--- config.mk ---
export PLATFORM = sky130hd
export DESIGN_NAME = rsr_loop_sync_regs
export DESIGN_NICKNAME = d
export VERILOG_FILES = /design/src/rtl/rsr_pkg.sv /design/src/rtl/rsr_loop_sync_regs.sv /design/src/rtl/rsr_sync_counter.sv
export VERILOG_INCLUDE_DIRS = /design/src /design/src/rtl
export SDC_FILE = /design/constraint.sdc
export NUM_CORES = 1
export LEC_CHECK = 0
export ABC_CLOCK_PERIOD_IN_PS = 6720
export BUFFER_PORTS_ARGS = -buffer_cell sky130_fd_sc_hd__buf_2
export CAP_MARGIN = 15
export CORE_MARGIN = 10
export CORE_UTILIZATION = 55
export CTS_CLUSTER_SIZE = 24
export DETAILED_ROUTE_END_ITERATION = 10
export GPL_ROUTABILITY_DRIVEN = 0
export PLACE_DENSITY = 0.88
export SLEW_MARGIN = 10
export SYNTH_ARGS = -nofsm -noshare
export SYNTH_HDL_FRONTEND = slang
export SYNTH_SLANG_ARGS = --single-unit
--- constraint.sdc ---
create_clock -name clk -period 6.72 [get_ports clk]
set_input_delay 1.344 -clock clk [delete_from_list [all_inputs] [get_ports clk]]
set_output_delay 1.344 -clock clk [all_outputs]
set_load 0.1 [all_outputs]
--- src/rtl/rsr_defs.svh ---
// rsr_defs.svh: offsets, field positions, reset values and counts of the
// resampler loop, sync and output control registers.
// assumes: included by the package and by every design file that needs it.
`ifndef RSR_DEFS_SVH
`define RSR_DEFS_SVH

// register addresses on the 4-bit control address bus
`define RSR_ADDR_GAIN_FIRST 4'h6
`define RSR_ADDR_GAIN_SECOND 4'h7
`define RSR_ADDR_SYNC_SELECT 4'h8
`define RSR_ADDR_COUNTER_CTRL 4'h9
`define RSR_ADDR_OUTPUT_OPT 4'hA

// reset values
`define RSR_RST_GAIN_FIRST 8'h00
`define RSR_RST_GAIN_SECOND 8'h00
`define RSR_RST_SYNC_SELECT 8'h00
`define RSR_RST_COUNTER_CTRL 8'h00
`define RSR_RST_OUTPUT_OPT 8'h00

// field positions
`define RSR_GAIN_LSB 0
`define RSR_GAIN_MSB 4
`define RSR_ERR_INV_BIT 5
`define RSR_GAIN_LOAD_LSB 6
`define RSR_RATIO_LOAD_LSB 0
`define RSR_RATE_INT_LSB 2
`define RSR_PHASE_INT_LSB 4
`define RSR_SYNC_OUT_LSB 6
`define RSR_PERIOD_LSB 0
`define RSR_PERIOD_MSB 3
`define RSR_CNT_SYNC_LSB 4
`define RSR_TEST_PAT_BIT 6
`define RSR_FIFO_RST_LSB 0
`define RSR_BYPASS_BIT 2
`define RSR_VALID_ADV_BIT 4
`define RSR_VALID_INV_BIT 5

// sync counter: shortest period exponent and step per selector bit
`define RSR_CNT_W 20
`define RSR_CNT_EXP_BASE 4
`define RSR_CNT_EXP_STEP 4
`define RSR_TEST_PAT_W 12

`endif

--- src/rtl/rsr_pkg.sv ---
// rsr_pkg: types shared by the resampler control register bank.
// assumes: rsr_defs.svh is on the include path.
`include "rsr_defs.svh"

package rsr_pkg;

	typedef enum logic [1:0] {
		RSR_SYNC_NEVER = 2'h0,
		RSR_SYNC_INPUT = 2'h1,
		RSR_SYNC_TERMINAL = 2'h2,
		RSR_SYNC_ALWAYS = 2'h3
	} rsr_sync_mode_type;

	typedef logic [`RSR_CNT_W-1:0] rsr_count_type;

	// common sync-mode decode; code 0 yields zero_src
	function automatic logic rsr_sync_pick(input logic [1:0] mode, input logic zero_src,
		input logic sel1, input logic sel2);
		logic res;
		res = 1'b0;
		case (rsr_sync_mode_type'(mode))
			RSR_SYNC_NEVER: res = zero_src;
			RSR_SYNC_INPUT: res = sel1;
			RSR_SYNC_TERMINAL: res = sel2;
			RSR_SYNC_ALWAYS: res = 1'b1;
			default: res = 1'b0;
		endcase
		return res;
	endfunction

endpackage

--- src/rtl/rsr_loop_sync_regs.sv ---
// rsr_loop_sync_regs: rate-lock-loop gain, sync source, sync counter and
// output option registers of the resampler, with the logic they steer.
// assumes: control bus and pins synchronous to clk; one-shot control bit
// and resampler datapath live outside this block.
// Function
// - gain register low five bits hold first loop shift; top bits unused.
// - nonzero shift scales loop error by two to minus shift.
// - zero shift forces that loop path error to zero.
// - with polarity clear, high external error raises ratio.
// - polarity bit set inverts external error input.
// - second gain register bits 6-7 pick when new shifts reach the loop.
// - sync codes: 0 never, 1 sync input, 2 terminal count, 3 always.
// - active-low sync pin inverted into active-high internal sync.
// - sync select bits 0-1 pick ratio load sync.
// - sync select bits 2-3 pick rate integrator init sync.
// - sync select bits 4-5 pick phase integrator init sync.
// - sync select bits 6-7 drive inverted sync pin; code 0 one-shot.
// - counter bits 0-3 set period 2^4 to 2^20.
// - counter bits 4-5 pick counter resync: never, input, one-shot, always.
// - counter bit 6 substitutes 12 counter LSBs for sample data.
// - output bits 0-1 pick FIFO half-full reset sync.
// - bypass bit routes data and valid around FIFO; clocks equal.
// - valid strobe in cycle before data change; advance bit one earlier.
// - valid strobe active high; invert bit makes it active low.
// - host accesses eight-bit registers by select, strobes, address, data.
// - one-shot strobe once per rising control bit write.
`timescale 1ns/10ps
`include "rsr_defs.svh"

module rsr_loop_sync_regs #(
	parameter int ERR_W = 16,
	parameter int DATA_W = 16
) (
	// clock and reset
	input wire logic clk,
	input wire logic rst_n,
	// control bus
	input wire logic cs_n,
	input wire logic rd_n,
	input wire logic wr_n,
	input wire logic [3:0] addr,
	input wire logic [7:0] cdata_in,
	output logic [7:0] cdata_out,
	output logic cdata_oe,
	// sync pins and one-shot control bit
	input wire logic sync_in_n,
	output logic sync_out_n,
	input wire logic one_shot_bit,
	// rate lock loop
	input wire logic signed [ERR_W-1:0] loop_error,
	output logic signed [ERR_W-1:0] path_first_err,
	output logic signed [ERR_W-1:0] path_second_err,
	input wire logic external_error_input,
	output logic error_raise_ratio,
	// integrator and load syncs
	output logic ratio_load_sync,
	output logic rate_integrator_sync,
	output logic phase_integrator_sync,
	output logic fifo_reset_sync,
	// sample data into the resampler
	input wire logic [DATA_W-1:0] sample_in,
	output logic [DATA_W-1:0] core_data_in,
	// output path
	input wire logic [DATA_W-1:0] core_data,
	input wire logic core_change_ahead,
	input wire logic [DATA_W-1:0] fifo_data,
	input wire logic fifo_change_ahead,
	output logic [DATA_W-1:0] data_out,
	output logic output_valid_strobe,
	output logic fifo_bypassed
);
	import rsr_pkg::*;

	initial begin
		if (ERR_W < 2 || DATA_W < `RSR_TEST_PAT_W) begin
			$error("rsr_loop_sync_regs: ERR_W or DATA_W out of range");
		end
	end

	////////////////////////////////////////////////////////////////////////
	// reset release
	logic rst_meta_r;
	logic rst_s_n;

	always_ff @(posedge clk or negedge rst_n) begin
		if (!rst_n) begin
			rst_meta_r <= 1'b0;
			rst_s_n <= 1'b0;
		end else begin
			rst_meta_r <= 1'b1;
			rst_s_n <= rst_meta_r;
		end
	end

	////////////////////////////////////////////////////////////////////////
	// register file
	logic [7:0] gain_first_r;
	logic [7:0] gain_second_r;
	logic [7:0] sync_select_r;
	logic [7:0] counter_ctrl_r;
	logic [7:0] output_opt_r;
	logic wr_en;
	logic rd_en;
	logic hit;

	assign hit = (addr >= `RSR_ADDR_GAIN_FIRST) && (addr <= `RSR_ADDR_OUTPUT_OPT);
	assign wr_en = !cs_n && !wr_n && rd_n && hit;
	assign rd_en = !cs_n && !rd_n && wr_n && hit;
	assign cdata_oe = rd_en;

	// full byte stored, unused bits read back
	always_ff @(posedge clk or negedge rst_s_n) begin
		if (!rst_s_n) begin
			gain_first_r <= `RSR_RST_GAIN_FIRST;
			gain_second_r <= `RSR_RST_GAIN_SECOND;
			sync_select_r <= `RSR_RST_SYNC_SELECT;
			counter_ctrl_r <= `RSR_RST_COUNTER_CTRL;
			output_opt_r <= `RSR_RST_OUTPUT_OPT;
		end else if (wr_en) begin
			case (addr)
				`RSR_ADDR_GAIN_FIRST: gain_first_r <= cdata_in;
				`RSR_ADDR_GAIN_SECOND: gain_second_r <= cdata_in;
				`RSR_ADDR_SYNC_SELECT: sync_select_r <= cdata_in;
				`RSR_ADDR_COUNTER_CTRL: counter_ctrl_r <= cdata_in;
				`RSR_ADDR_OUTPUT_OPT: output_opt_r <= cdata_in;
				default: gain_first_r <= gain_first_r;
			endcase
		end
	end

	// read data registered; valid one cycle after the read strobe starts
	always_ff @(posedge clk or negedge rst_s_n) begin
		if (!rst_s_n) begin
			cdata_out <= 8'h00;
		end else begin
			case (addr)
				`RSR_ADDR_GAIN_FIRST: cdata_out <= gain_first_r;
				`RSR_ADDR_GAIN_SECOND: cdata_out <= gain_second_r;
				`RSR_ADDR_SYNC_SELECT: cdata_out <= sync_select_r;
				`RSR_ADDR_COUNTER_CTRL: cdata_out <= counter_ctrl_r;
				`RSR_ADDR_OUTPUT_OPT: cdata_out <= output_opt_r;
				default: cdata_out <= 8'h00;
			endcase
		end
	end

	////////////////////////////////////////////////////////////////////////
	// sync sources
	logic sync_in_act;
	logic one_shot_prev_r;
	logic one_shot_pulse_r;
	logic cnt_terminal;
	logic cnt_sync;
	logic [`RSR_CNT_W-1:0] cnt_value;

	assign sync_in_act = !sync_in_n;

	// one pulse per rising control bit
	always_ff @(posedge clk or negedge rst_s_n) begin
		if (!rst_s_n) begin
			one_shot_prev_r <= 1'b0;
			one_shot_pulse_r <= 1'b0;
		end else begin
			one_shot_prev_r <= one_shot_bit;
			one_shot_pulse_r <= one_shot_bit && !one_shot_prev_r;
		end
	end

	assign cnt_sync = rsr_sync_pick(counter_ctrl_r[`RSR_CNT_SYNC_LSB +: 2], 1'b0, sync_in_act, one_shot_pulse_r);

	rsr_sync_counter #(
		.CNT_W(`RSR_CNT_W)
	) u_counter (
		.clk(clk),
		.rst_n(rst_s_n),
		.period_code(counter_ctrl_r[`RSR_PERIOD_MSB:`RSR_PERIOD_LSB]),
		.sync_evt(cnt_sync),
		.count(cnt_value),
		.terminal(cnt_terminal)
	);

	////////////////////////////////////////////////////////////////////////
	// sync selection
	logic gain_load_sync;
	logic sync_out_sel;

	assign gain_load_sync = rsr_sync_pick(gain_second_r[`RSR_GAIN_LOAD_LSB +: 2], 1'b0, sync_in_act, cnt_terminal);
	// output sync, code 0 is the one-shot
	assign sync_out_sel = rsr_sync_pick(sync_select_r[`RSR_SYNC_OUT_LSB +: 2], one_shot_pulse_r,
		sync_in_act, cnt_terminal);

	always_ff @(posedge clk or negedge rst_s_n) begin
		if (!rst_s_n) begin
			ratio_load_sync <= 1'b0;
			rate_integrator_sync <= 1'b0;
			phase_integrator_sync <= 1'b0;
			fifo_reset_sync <= 1'b0;
			sync_out_n <= 1'b1;
		end else begin
			ratio_load_sync <= rsr_sync_pick(sync_select_r[`RSR_RATIO_LOAD_LSB +: 2], 1'b0,
				sync_in_act, cnt_terminal);
			rate_integrator_sync <= rsr_sync_pick(sync_select_r[`RSR_RATE_INT_LSB +: 2], 1'b0,
				sync_in_act, cnt_terminal);
			phase_integrator_sync <= rsr_sync_pick(sync_select_r[`RSR_PHASE_INT_LSB +: 2], 1'b0,
				sync_in_act, cnt_terminal);
			fifo_reset_sync <= rsr_sync_pick(output_opt_r[`RSR_FIFO_RST_LSB +: 2], 1'b0,
				sync_in_act, cnt_terminal);
			sync_out_n <= !sync_out_sel;
		end
	end

	////////////////////////////////////////////////////////////////////////
	// rate lock loop gain paths
	logic [4:0] shift_first_r;
	logic [4:0] shift_second_r;

	// shifts reach the loop only on the selected sync
	always_ff @(posedge clk or negedge rst_s_n) begin
		if (!rst_s_n) begin
			shift_first_r <= 5'h00;
			shift_second_r <= 5'h00;
		end else if (gain_load_sync) begin
			shift_first_r <= gain_first_r[`RSR_GAIN_MSB:`RSR_GAIN_LSB];
			shift_second_r <= gain_second_r[`RSR_GAIN_MSB:`RSR_GAIN_LSB];
		end
	end

	// scale by two to minus shift
	always_ff @(posedge clk or negedge rst_s_n) begin
		if (!rst_s_n) begin
			path_first_err <= '0;
			path_second_err <= '0;
		end else begin
			// signed zero keeps the shift arithmetic for negative errors
			path_first_err <= (shift_first_r == 5'h00) ? $signed(ERR_W'(0)) : (loop_error >>> shift_first_r);
			path_second_err <= (shift_second_r == 5'h00) ? $signed(ERR_W'(0)) : (loop_error >>> shift_second_r);
		end
	end

	always_ff @(posedge clk or negedge rst_s_n) begin
		if (!rst_s_n) begin
			error_raise_ratio <= 1'b0;
		end else begin
			error_raise_ratio <= external_error_input ^ gain_second_r[`RSR_ERR_INV_BIT];
		end
	end

	////////////////////////////////////////////////////////////////////////
	// data paths
	logic change_ahead;
	logic ahead_d1_r;
	logic valid_level;

	always_ff @(posedge clk or negedge rst_s_n) begin
		if (!rst_s_n) begin
			core_data_in <= '0;
		end else if (counter_ctrl_r[`RSR_TEST_PAT_BIT]) begin
			core_data_in <= DATA_W'(cnt_value[`RSR_TEST_PAT_W-1:0]);
		end else begin
			core_data_in <= sample_in;
		end
	end

	// bypass skips the fifo; output clock must equal input clock
	assign change_ahead = output_opt_r[`RSR_BYPASS_BIT] ? core_change_ahead : fifo_change_ahead;
	assign fifo_bypassed = output_opt_r[`RSR_BYPASS_BIT];

	always_ff @(posedge clk or negedge rst_s_n) begin
		if (!rst_s_n) begin
			data_out <= '0;
		end else begin
			data_out <= output_opt_r[`RSR_BYPASS_BIT] ? core_data : fifo_data;
		end
	end

	// change_ahead marks the cycle three before the data output changes
	always_ff @(posedge clk or negedge rst_s_n) begin
		if (!rst_s_n) begin
			ahead_d1_r <= 1'b0;
		end else begin
			ahead_d1_r <= change_ahead;
		end
	end

	assign valid_level = output_opt_r[`RSR_VALID_ADV_BIT] ? change_ahead : ahead_d1_r;

	always_ff @(posedge clk or negedge rst_s_n) begin
		if (!rst_s_n) begin
			output_valid_strobe <= 1'b0;
		end else begin
			output_valid_strobe <= valid_level ^ output_opt_r[`RSR_VALID_INV_BIT];
		end
	end
endmodule

--- src/rtl/rsr_sync_counter.sv ---
// rsr_sync_counter: free running sync counter with selectable period.
// assumes: sync_evt is an active-high one-cycle or level sync, already in clk domain.
`timescale 1ns/10ps
`include "rsr_defs.svh"

module rsr_sync_counter #(
	parameter int CNT_W = `RSR_CNT_W
) (
	// clock and reset
	input wire logic clk,
	input wire logic rst_n,
	// control
	input wire logic [3:0] period_code,
	input wire logic sync_evt,
	// state
	output logic [CNT_W-1:0] count,
	output logic terminal
);
	import rsr_pkg::*;

	initial begin
		if (CNT_W < `RSR_CNT_W) begin
			$error("rsr_sync_counter: CNT_W too small for longest period");
		end
	end

	logic [CNT_W-1:0] last_val;
	logic [CNT_W-1:0] count_r;
	logic terminal_r;

	// period from highest set selector bit; codes between the listed ones round down
	always_comb begin
		last_val = {{(CNT_W-`RSR_CNT_EXP_BASE){1'b0}}, {`RSR_CNT_EXP_BASE{1'b1}}};
		for (int i = 0; i < 4; i++) begin
			if (period_code[i]) begin
				last_val = CNT_W'((64'h1 << (`RSR_CNT_EXP_BASE + `RSR_CNT_EXP_STEP * (i + 1))) - 64'h1);
			end
		end
	end

	always_ff @(posedge clk or negedge rst_n) begin
		if (!rst_n) begin
			count_r <= '0;
		end else if (sync_evt || count_r >= last_val) begin
			count_r <= '0;
		end else begin
			count_r <= count_r + CNT_W'(1);
		end
	end

	always_ff @(posedge clk or negedge rst_n) begin
		if (!rst_n) begin
			terminal_r <= 1'b0;
		end else begin
			terminal_r <= !sync_evt && (count_r == last_val - CNT_W'(1));
		end
	end

	assign count = count_r;
	assign terminal = terminal_r;

endmodule

Word level (Yosys, flattened, before mapping)

Index checks and enable logic that the tools add are counted.
Widths: inputs -> output; s select.

Register bits: 155
Bits in latches: 0
Memory bits (writable): 0
ROM bits: 0
Input port bits: 86
Output and inout port bits: 81
Word-level logic and storage cells: 112
Memories: 0

$add $sub $neg: 2
Multiply operators: 0
Divide/modulo/power cells: 0
Order comparisons: 3
Equality and inequality tests: 27
Shift-type cells: 2
Muxes and demuxes: 19
Bitwise logic cells: 2
Reduce and logical (&&, ||, !) cells: 31

Operators by type and width:

| operator              | count |
|---|---|
| $mux 20               | 4 |
| $mux 16               | 4 |
| $pmux 8 s5            | 1 |
| $sshr 16x5->16        | 2 |
| $eq 2x2->1 const B    | 14 |
| $pmux 1 s4            | 7 |
| $add 20x1->20 const B | 1 |
| $eq 20x20->1          | 1 |
| $ge 20x20->1          | 1 |
| $sub 20x1->20 const B | 1 |
| $eq 2x1->1 const B    | 7 |
| $logic_not 2->1       | 7 |
| $eq 4x4->1 const B    | 3 |
| $logic_not 5->1       | 2 |
| $reduce_and 2->1      | 5 |
| $logic_and 1x1->1     | 9 |
| $eq 4x3->1 const B    | 2 |
| $mux 8                | 1 |
| $logic_not 1->1       | 7 |
| $ge 4x3->1 const B    | 1 |
| $le 4x4->1 const B    | 1 |
| $mux 1                | 2 |
| $xor 1x1->1           | 2 |
| $logic_or 1x1->1      | 1 |

Logic depth before layout (Yosys ltp)

Gate-level depths: netlist (run 1).

Word-level depth: 7
Gate-level depth with buffers: 8
Gate-level depth less buffers: 7

Modules after synthesis

From an unflattened synthesis (run 1), not the netlist that was laid out.

Cells, all modules: 680
Area, all modules: 7896.3 sq um

By module, submodules not included:

| module             | times used | cells each | area an instance (sq um) | seq. area each (sq um) |
|---|---|---|---|---|
| rsr_loop_sync_regs | 1          | 536        | 6530.0                   | 3354.5 |
| rsr_sync_counter   | 1          | 144        | 1366.3                   | 525.5 |

Worst setup path after synthesis (run 1)

No wires, ideal clock.

Path type: input to output
From: input addr[1]
To: output cdata_oe
Data arrival time: 4813 ps
Data required time: 5376 ps
Path slack: 563 ps
Stages on the path: 4
Buffers on the path: 1
Cells stage by stage: clkbuf_2 -> a21oi_1 -> a31oi_1 -> nor4b_1

Word-level cells in the longest chain between the ends: 3
Elaborated cells on any way between the ends: 4
Classes of those cells: order compare: 2; reduce/logical: 2

Ends and longest elaborated chain:

| what                                                      | RTL line                  | source |
|---|---|---|
| start, declared                                           | rsr_loop_sync_regs.sv:41  | `input wire logic [3:0] addr,` |
| $ge 4x3->1 (no source line) or $le 4x4->1 (tied branches) | --                        |  |
| $logic_and 1x1->1 (*)                                     | rsr_loop_sync_regs.sv:106 | `` assign hit = (addr >= `RSR_ADDR_GAIN_FIRST) && (addr <= `RSR_ADDR_OUTPUT_OPT); `` |
| $logic_and 1x1->1 (*)                                     | rsr_loop_sync_regs.sv:108 | `assign rd_en = !cs_n && !rd_n && wr_n && hit;` |
| end, declared                                             | rsr_loop_sync_regs.sv:44  | `output logic cdata_oe,` |

Mark *: on every way between the ends. The rest lies on a longest branch, timed or not.

Final worst setup path (run 1)

From: input addr[2]
To: output cdata_oe

Same word-level chain as after synthesis.

==> impl_results.md, run 1 <==
* Outcome: complete, no violations
* # DRC at 0
* VDD IR max at roughly 240 uV
* Crit-path most repeated cell: buf_2
* Synth Register Bits at between 150 and 200
* Min cycle time layout at ~4 ns
* RSZ-0062 raised after global routing: false
* HP Class: reg -> reg
* Asr flop ratio synth at 100%
* Final Hold Slack at between 0.3 and 0.4 ns
* Tot GR Track Use at slightly below 20%
* Req. time, crit path at ~5.4 ns
* CTS buffer count at 17
* Worst-Skew Late Latency at around 0.42 ns
* Initial Util at 55.7%
* Crit path capture type: primary output
* Seq/Total Area, Yosys at between 50% and 60%
* CTS H-tree depth at 4
* Ys flop type: dfrtp_1
* Core Area at roughly 14000 um2
* Post-synthesis cell area at 7660 um2
* Remaining global-route overflow at 0
* Final WL at slightly below 20 mm
* Fin worst setup slack at roughly 2.7 ns
* Clock Tree Buf Depth at 2
* Synth top area cells: dfrtp_1, mux2_2, mux2i_1, ha_1, o21ai_0
* Worst EP arrival at roughly 2.7 ns
* Synth Net Count at between 700 and 800
* Placed cell count at 968
* Setup Skew at a little under 0.009 ns
* CTS tree: built
* CP startpoint kind: primary input
* Slowest stage cell, crit path: buf_2
* Rows at 43
* Crit-path cells: buf_2, nand2b_4, a21oi_1, a31oi_1, nor4b_1, buf_2
* Wire per inst at 19.3 um
* Critical path class: in -> out
* Max incr delay on CP at roughly 0.5 ns
* Power Total at 3.79 mW
* Largest net degree at the start of global routing at 80
* DP Wirelength at 13.8 mm
* Area after DPL at roughly 8600 um2
* Via density at 5.83
* Mapped Cells at 654
* Cts repair resizes at 0
* Core Util, Final at roughly two thirds
* Layout cells sized above 1 at a little under two fifths
* Most common cell in the netlist: dfrtp_1
* Hold_buf cts at 0
* DRT iter0 DRCs at 610
* PortBufs at 165
* # IOs at 167
* Die Area at roughly 19000 um2
* Root buffer cell: clkbuf_16
* Die X at 138 um
* Max_cap viols at 0
* Synth top cells by count: dfrtp_1, mux2_2, nor2_1, nand2_1, o21ai_0
* Slew headroom at 29.0%
* Final hold vios at 0
* Synth top area share at between 50% and 60%
* Non-filler cells, final at 1001
* Pre-CTS WS at 2.76 ns
* Final instance area at roughly 9200 um2
* Number of global-route vias before repair at between 5000 and 6000
* Setup Viol. Count Final at 0
* First-pass GRT wire length at roughly 31 mm
* CTS Sinks at around 160
* Max frequency at roughly 250 MHz
* Drt first pass iters at 9
* Max-slew violations at 0
* Via Count at 5834
* Final period util at about three fifths
* Warnings, synthesis at 0
* Cell variety after synth at between 60 and 70
* Initial antenna violation count at 1
* Area Overhead vs Synth at 19.7%
* Clk slew on worst S/H paths at around 0.06 ns
* Worst slew pin tran at around 1.1 ns
* Routed Antenna Nets at 0
* Post-synth top area cell: dfrtp_1
* Die Height at ~140 um
* Pwr dens at 413 nW/um2
* Fill count at 1053
* # Post-CTS Setup Buffers at 0
* Crit-path max FO at 5
* Leakage power at roughly 4.4 nW
* Final Net Count at slightly above 900
* TNS Setup at 0 ns
* EDFF count, synth at 0
* Syn Area/Cell at 11.7 um2
==> report_power, final <==
part / switching (mW) / leakage (nW) / total (mW) / internal [mW]
Clock: 0.375 / 0.285 / 0.977 / 0.602
Combinational: 1.14 / 2.11 / 1.53 / 0.390
Sequential: 0.177 / 1.99 / 1.28 / 1.10
Total: 1.70 / 4.39 / 3.79 / 2.09
==> state kept, by name, indices dropped and copies added (netlist names), 5 cells and up <==
| signal | cells |
|---|---|
| u_counter.count | 20 |
| core_data_in | 16 |
| data_out | 16 |
| path_first_err | 16 |
| path_second_err | 16 |
| cdata_out | 8 |
| counter_ctrl_r | 8 |
| gain_first_r | 8 |
| gain_second_r | 8 |
| output_opt_r | 8 |
| sync_select_r | 8 |
| shift_first_r | 5 |
| shift_second_r | 5 |
==> path summary, 6_finish.rpt <==
path / start / to / slack (ns) / cells after the start
worst max-delay path: addr[2] / cdata_oe / 2.73 / 6
worst min-delay path: rst_meta_r / rst_s_n / 0.35 / 0
worst max register to register: counter_ctrl_r[1] / u_counter.count[4] / 3.95 / 8
worst min register to register: rst_meta_r / rst_s_n / 0.35 / 0
max in group asynchronous: rst_s_n / path_second_err[12] / 4.74 / 1
min in group asynchronous: rst_s_n / output_valid_strobe / 0.46 / 0
==> kinds of logic (layout without fill, tap and decap cells) <==
group / Yosys count / in the layout / synth area share, %
other: 1 / 2 / 0.0489
xor gates and xnor gates: 20 / 20 / 2.29
AOI/OAI and AO/OA: 123 / 123 / 10.3
muxes: 121 / 121 / 19.4
and+or+nand+nor: 162 / 162 / 11.0
buffers and inverters: 54 / 220 / 3.31
DFF: 155 / 155 / 50.6
adders and majority gates: 18 / 18 / 2.94
==> critical path: cells and delay by family <==
kind,cells,cell delay (ns)
buffers and inverters,2,0.61
AO/OA/AOI/OAI,2,0.22
AND/OR/NAND/NOR,2,0.48
==> metal layers <==
metal	share of wire, %	vias up	global-route usage, %
li1	-	2690	-
met1	42	2850	24.8
met2	50	264	32.3
met3	6.8	28	5.07
met4	1.5	2	6.94
met5	0.067	-	0
==> layout make-up <==
cell class	count	area [um2]	share of cell area [%]
Antenna cell	1	2.50	0.0273
Timing Repair Buffer	169	856	9.33
Inverter	19	71.3	0.777
Multi-Input combinational cell	445	3530	38.5
Clock inverter	11	144	1.57
Sequential cell	155	3880	42.3
Clock buffer	21	460	5.02
Tap cell	180	225	2.45
==> layout by cell type, fill, tap and decap left out, types with 12 or more instances in the layout <==
| cell | Yosys | final |
|---|---|---|
| clkbuf_16 | 0 | 17 |
| mux2i_1 | 26 | 26 |
| ha_1 | 18 | 18 |
| buf_2 | 17 | 165 |
| a21oi_1 | 26 | 26 |
| nand3_1 | 12 | 12 |
| mux2_2 | 82 | 82 |
| inv_1 | 17 | 17 |
| dfrtp_1 | 154 | 153 |
| o21ai_0 | 40 | 40 |
| nand2_1 | 45 | 45 |
| nor2_1 | 50 | 50 |
Power figures use the tool's default switching activity.
==> run 2: changes to the inputs <==
Settings changed: ABC_CLOCK_PERIOD_IN_PS 6720 to 4100.
Clock period 6.72 ns to 4.1 ns, I/O delays scaled along.
==> run 2 against run 1 <==
Effect of this change:
- hold slack got worse by 0.19 ns
- critical endpoint unchanged
- sequential cell count did not move
- utilization fell by 0.13 points
- power rose by 61%
- design area fell by 0.19%
- clock skew fell by 0.0033 ns
- cell count barely moved
- routed wire length fell by 3.9%
- die area did not move
- clock power rose by 54%
- worst setup slack got worse by 1.5 ns
==> impl_results.md, run 2 (synthesis results as in run 1) <==
* R2R Path End: u_counter.count[3]
* # Post-CTS Setup Buffers at 0 (unchanged)
* Rows at 43 (unchanged)
* Core Area at 13800 um2 (unchanged)
* Remaining global-route overflow at 0 (unchanged)
* Core Util, Final at 66.5% (-0.13 points)
* First-pass GRT wire length at 30.4 mm (-2.7%)
* Final hold vios at 0 (unchanged)
* Final instance area at 9160 um2 (-0.19%)
* CTS tree: built
* CP startpoint kind: primary input
* Cts repair resizes at 0 (unchanged)
* TNS Setup at 0 ns (unchanged)
* CTS buffer count at 17 (unchanged)
* Die Height at 138 um (unchanged)
* CTS H-tree depth at 4 (unchanged)
* Most common cell after layout, fill and taps aside: buf_2
* DP Wirelength at 13.8 mm (-0.50%)
* Worst-Skew Late Latency at 0.43 ns (about the same)
* Via density at 5.84 (+0.21%)
* R2R setup slack at 1.31 ns (-2.64 ns)
* Area after DPL at 8590 um2 (+0.22%)
* CP startpoint: addr[2]
* Power Total at 6.10 mW (+61%)
* Layout cells sized above 1 at 37.9% (+0.37 points)
* Number of global-route vias before repair at 5876 (-1.7%)
* Die X at 138 um (unchanged)
* Max-slew violations at 0 (unchanged)
* Final WL at 18.5 mm (-3.9%)
* VDD IR max at 406 uV (+73%)
* Critical path class: in -> out
* HP Class: in -> async
* Worst EP arrival at 2.01 ns (-0.64 ns)
* Final period util at roughly 69%
* Wire per inst at 18.5 um (-4.0%)
* Final Net Count at 911 (unchanged)
* Crit-path max FO at 5 (unchanged)
* Root buffer cell: clkbuf_16
* PortBufs at 165 (unchanged)
* Outcome: complete, no violations
* Drt first pass iters at 6 (-3)
* Setup Viol. Count Final at 0 (unchanged)
* Die Area at 19100 um2 (unchanged)
* Area Overhead vs Synth at 19.5%
* Initial Util at 55.7% (unchanged)
* Largest net degree at the start of global routing at 86 (+7.5%)
* Clock Tree Buf Depth at 2 (unchanged)
* Via Count at 5852 (+0.31%)
* Initial antenna violation count at 3 (+2)
* Crit path capture type: primary output
* Worst r2r src: counter_ctrl_r[1]
* Setup Skew at 0.00549 ns (-0.00331 ns)
* Routed Antenna Nets at 0 (unchanged)
* Setup crit end: cdata_oe
* Pwr dens at 666 nW/um2 (+61%)
* Reg2reg path depth at 8 (unchanged)
* Hold_buf cts at 0 (unchanged)
* Commonest non-fill, non-tap cells in the layout: buf_2, dfrtp_1, mux2_2
* Largest register FFs at 20 (unchanged)
* DRT iter0 DRCs at 800 (+31%)
* # DRC at 0 (unchanged)
* Fill count at 1070 (+1.6%)
* # IOs at 167 (unchanged)
* Slew headroom at 30.7% (+1.6 points)
* Max frequency at ~350 MHz
* CTS Sinks at 155 (unchanged)
* RSZ-0062 raised after global routing: false
* Worst slew pin tran at 1.04 ns (-0.0247 ns)
* Req. time, crit path at 3.28 ns (-2.10 ns)
* Min cycle time layout at 2.83 ns
* Final Hold Slack at 0.165 ns (-0.188 ns)
* Leakage power at 4.38 nW (-0.27%)
* Clk slew on worst S/H paths at 0.06 ns (about the same)
* Tot GR Track Use at 19.3% (-0.44 points)
* Max_cap viols at 0 (unchanged)
[run 2: metal layers]
metal | up-vias | global-route usage (%) | routed length [um]
met2 | 275 | 32.0 | 9260
li1 | 2690 | - | -
met1 | 2850 | 23.0 | 7400
met4 | 2 | 6.49 | 308
met5 | - | 0 | 17
met3 | 35 | 6.47 | 1550
[run 2: where the power goes]
group | switching [mW] | internal (mW)
clock | 0.654 | 0.844
combinational | 1.87 | 0.640
sequential | 0.287 | 1.80
[run 2: worst min path at each step]
stage               startpoint    endpoint  slack [ns]
finish                   rst_n  rst_meta_r        0.17
global route             rst_n     rst_s_n        0.15
floorplan           rst_meta_r     rst_s_n        0.33
CTS                      rst_n  rst_meta_r        0.15
detailed placement  rst_meta_r     rst_s_n        0.35
global placement    rst_meta_r     rst_s_n        0.34
[run 2: worst max-delay path: stages]
cell and delay [ns]:
buf_2 0.11, nand2b_4 0.18, a21oi_1 0.13, a31oi_1 0.07, nor4b_2 0.22, buf_2 0.47
[run 2: final cells by class]
type                    instances  area [um2]  share of cell area [%]
inverters                      19        71.3                   0.779
clock inverters                15         140                    1.53
repair buffers                169         868                    9.48
multi-input cells             445        3540                    38.6
clock buffers                  17         425                    4.65
diodes                          2        5.00                  0.0547
flip-flops and latches        155        3880                    42.4
well taps                     180         225                    2.46
[run 2: through the flow]
stage / std cells / worst slack, ns
2_1_floorplan: 654 / 0.383
3_3_place_gp: 968 / 1.31
3_5_place_dp: 968 / 1.28
4_1_cts: 1000 / 1.28
5_1_grt: 1000 / 1.00
6_report: 1002 / 1.27
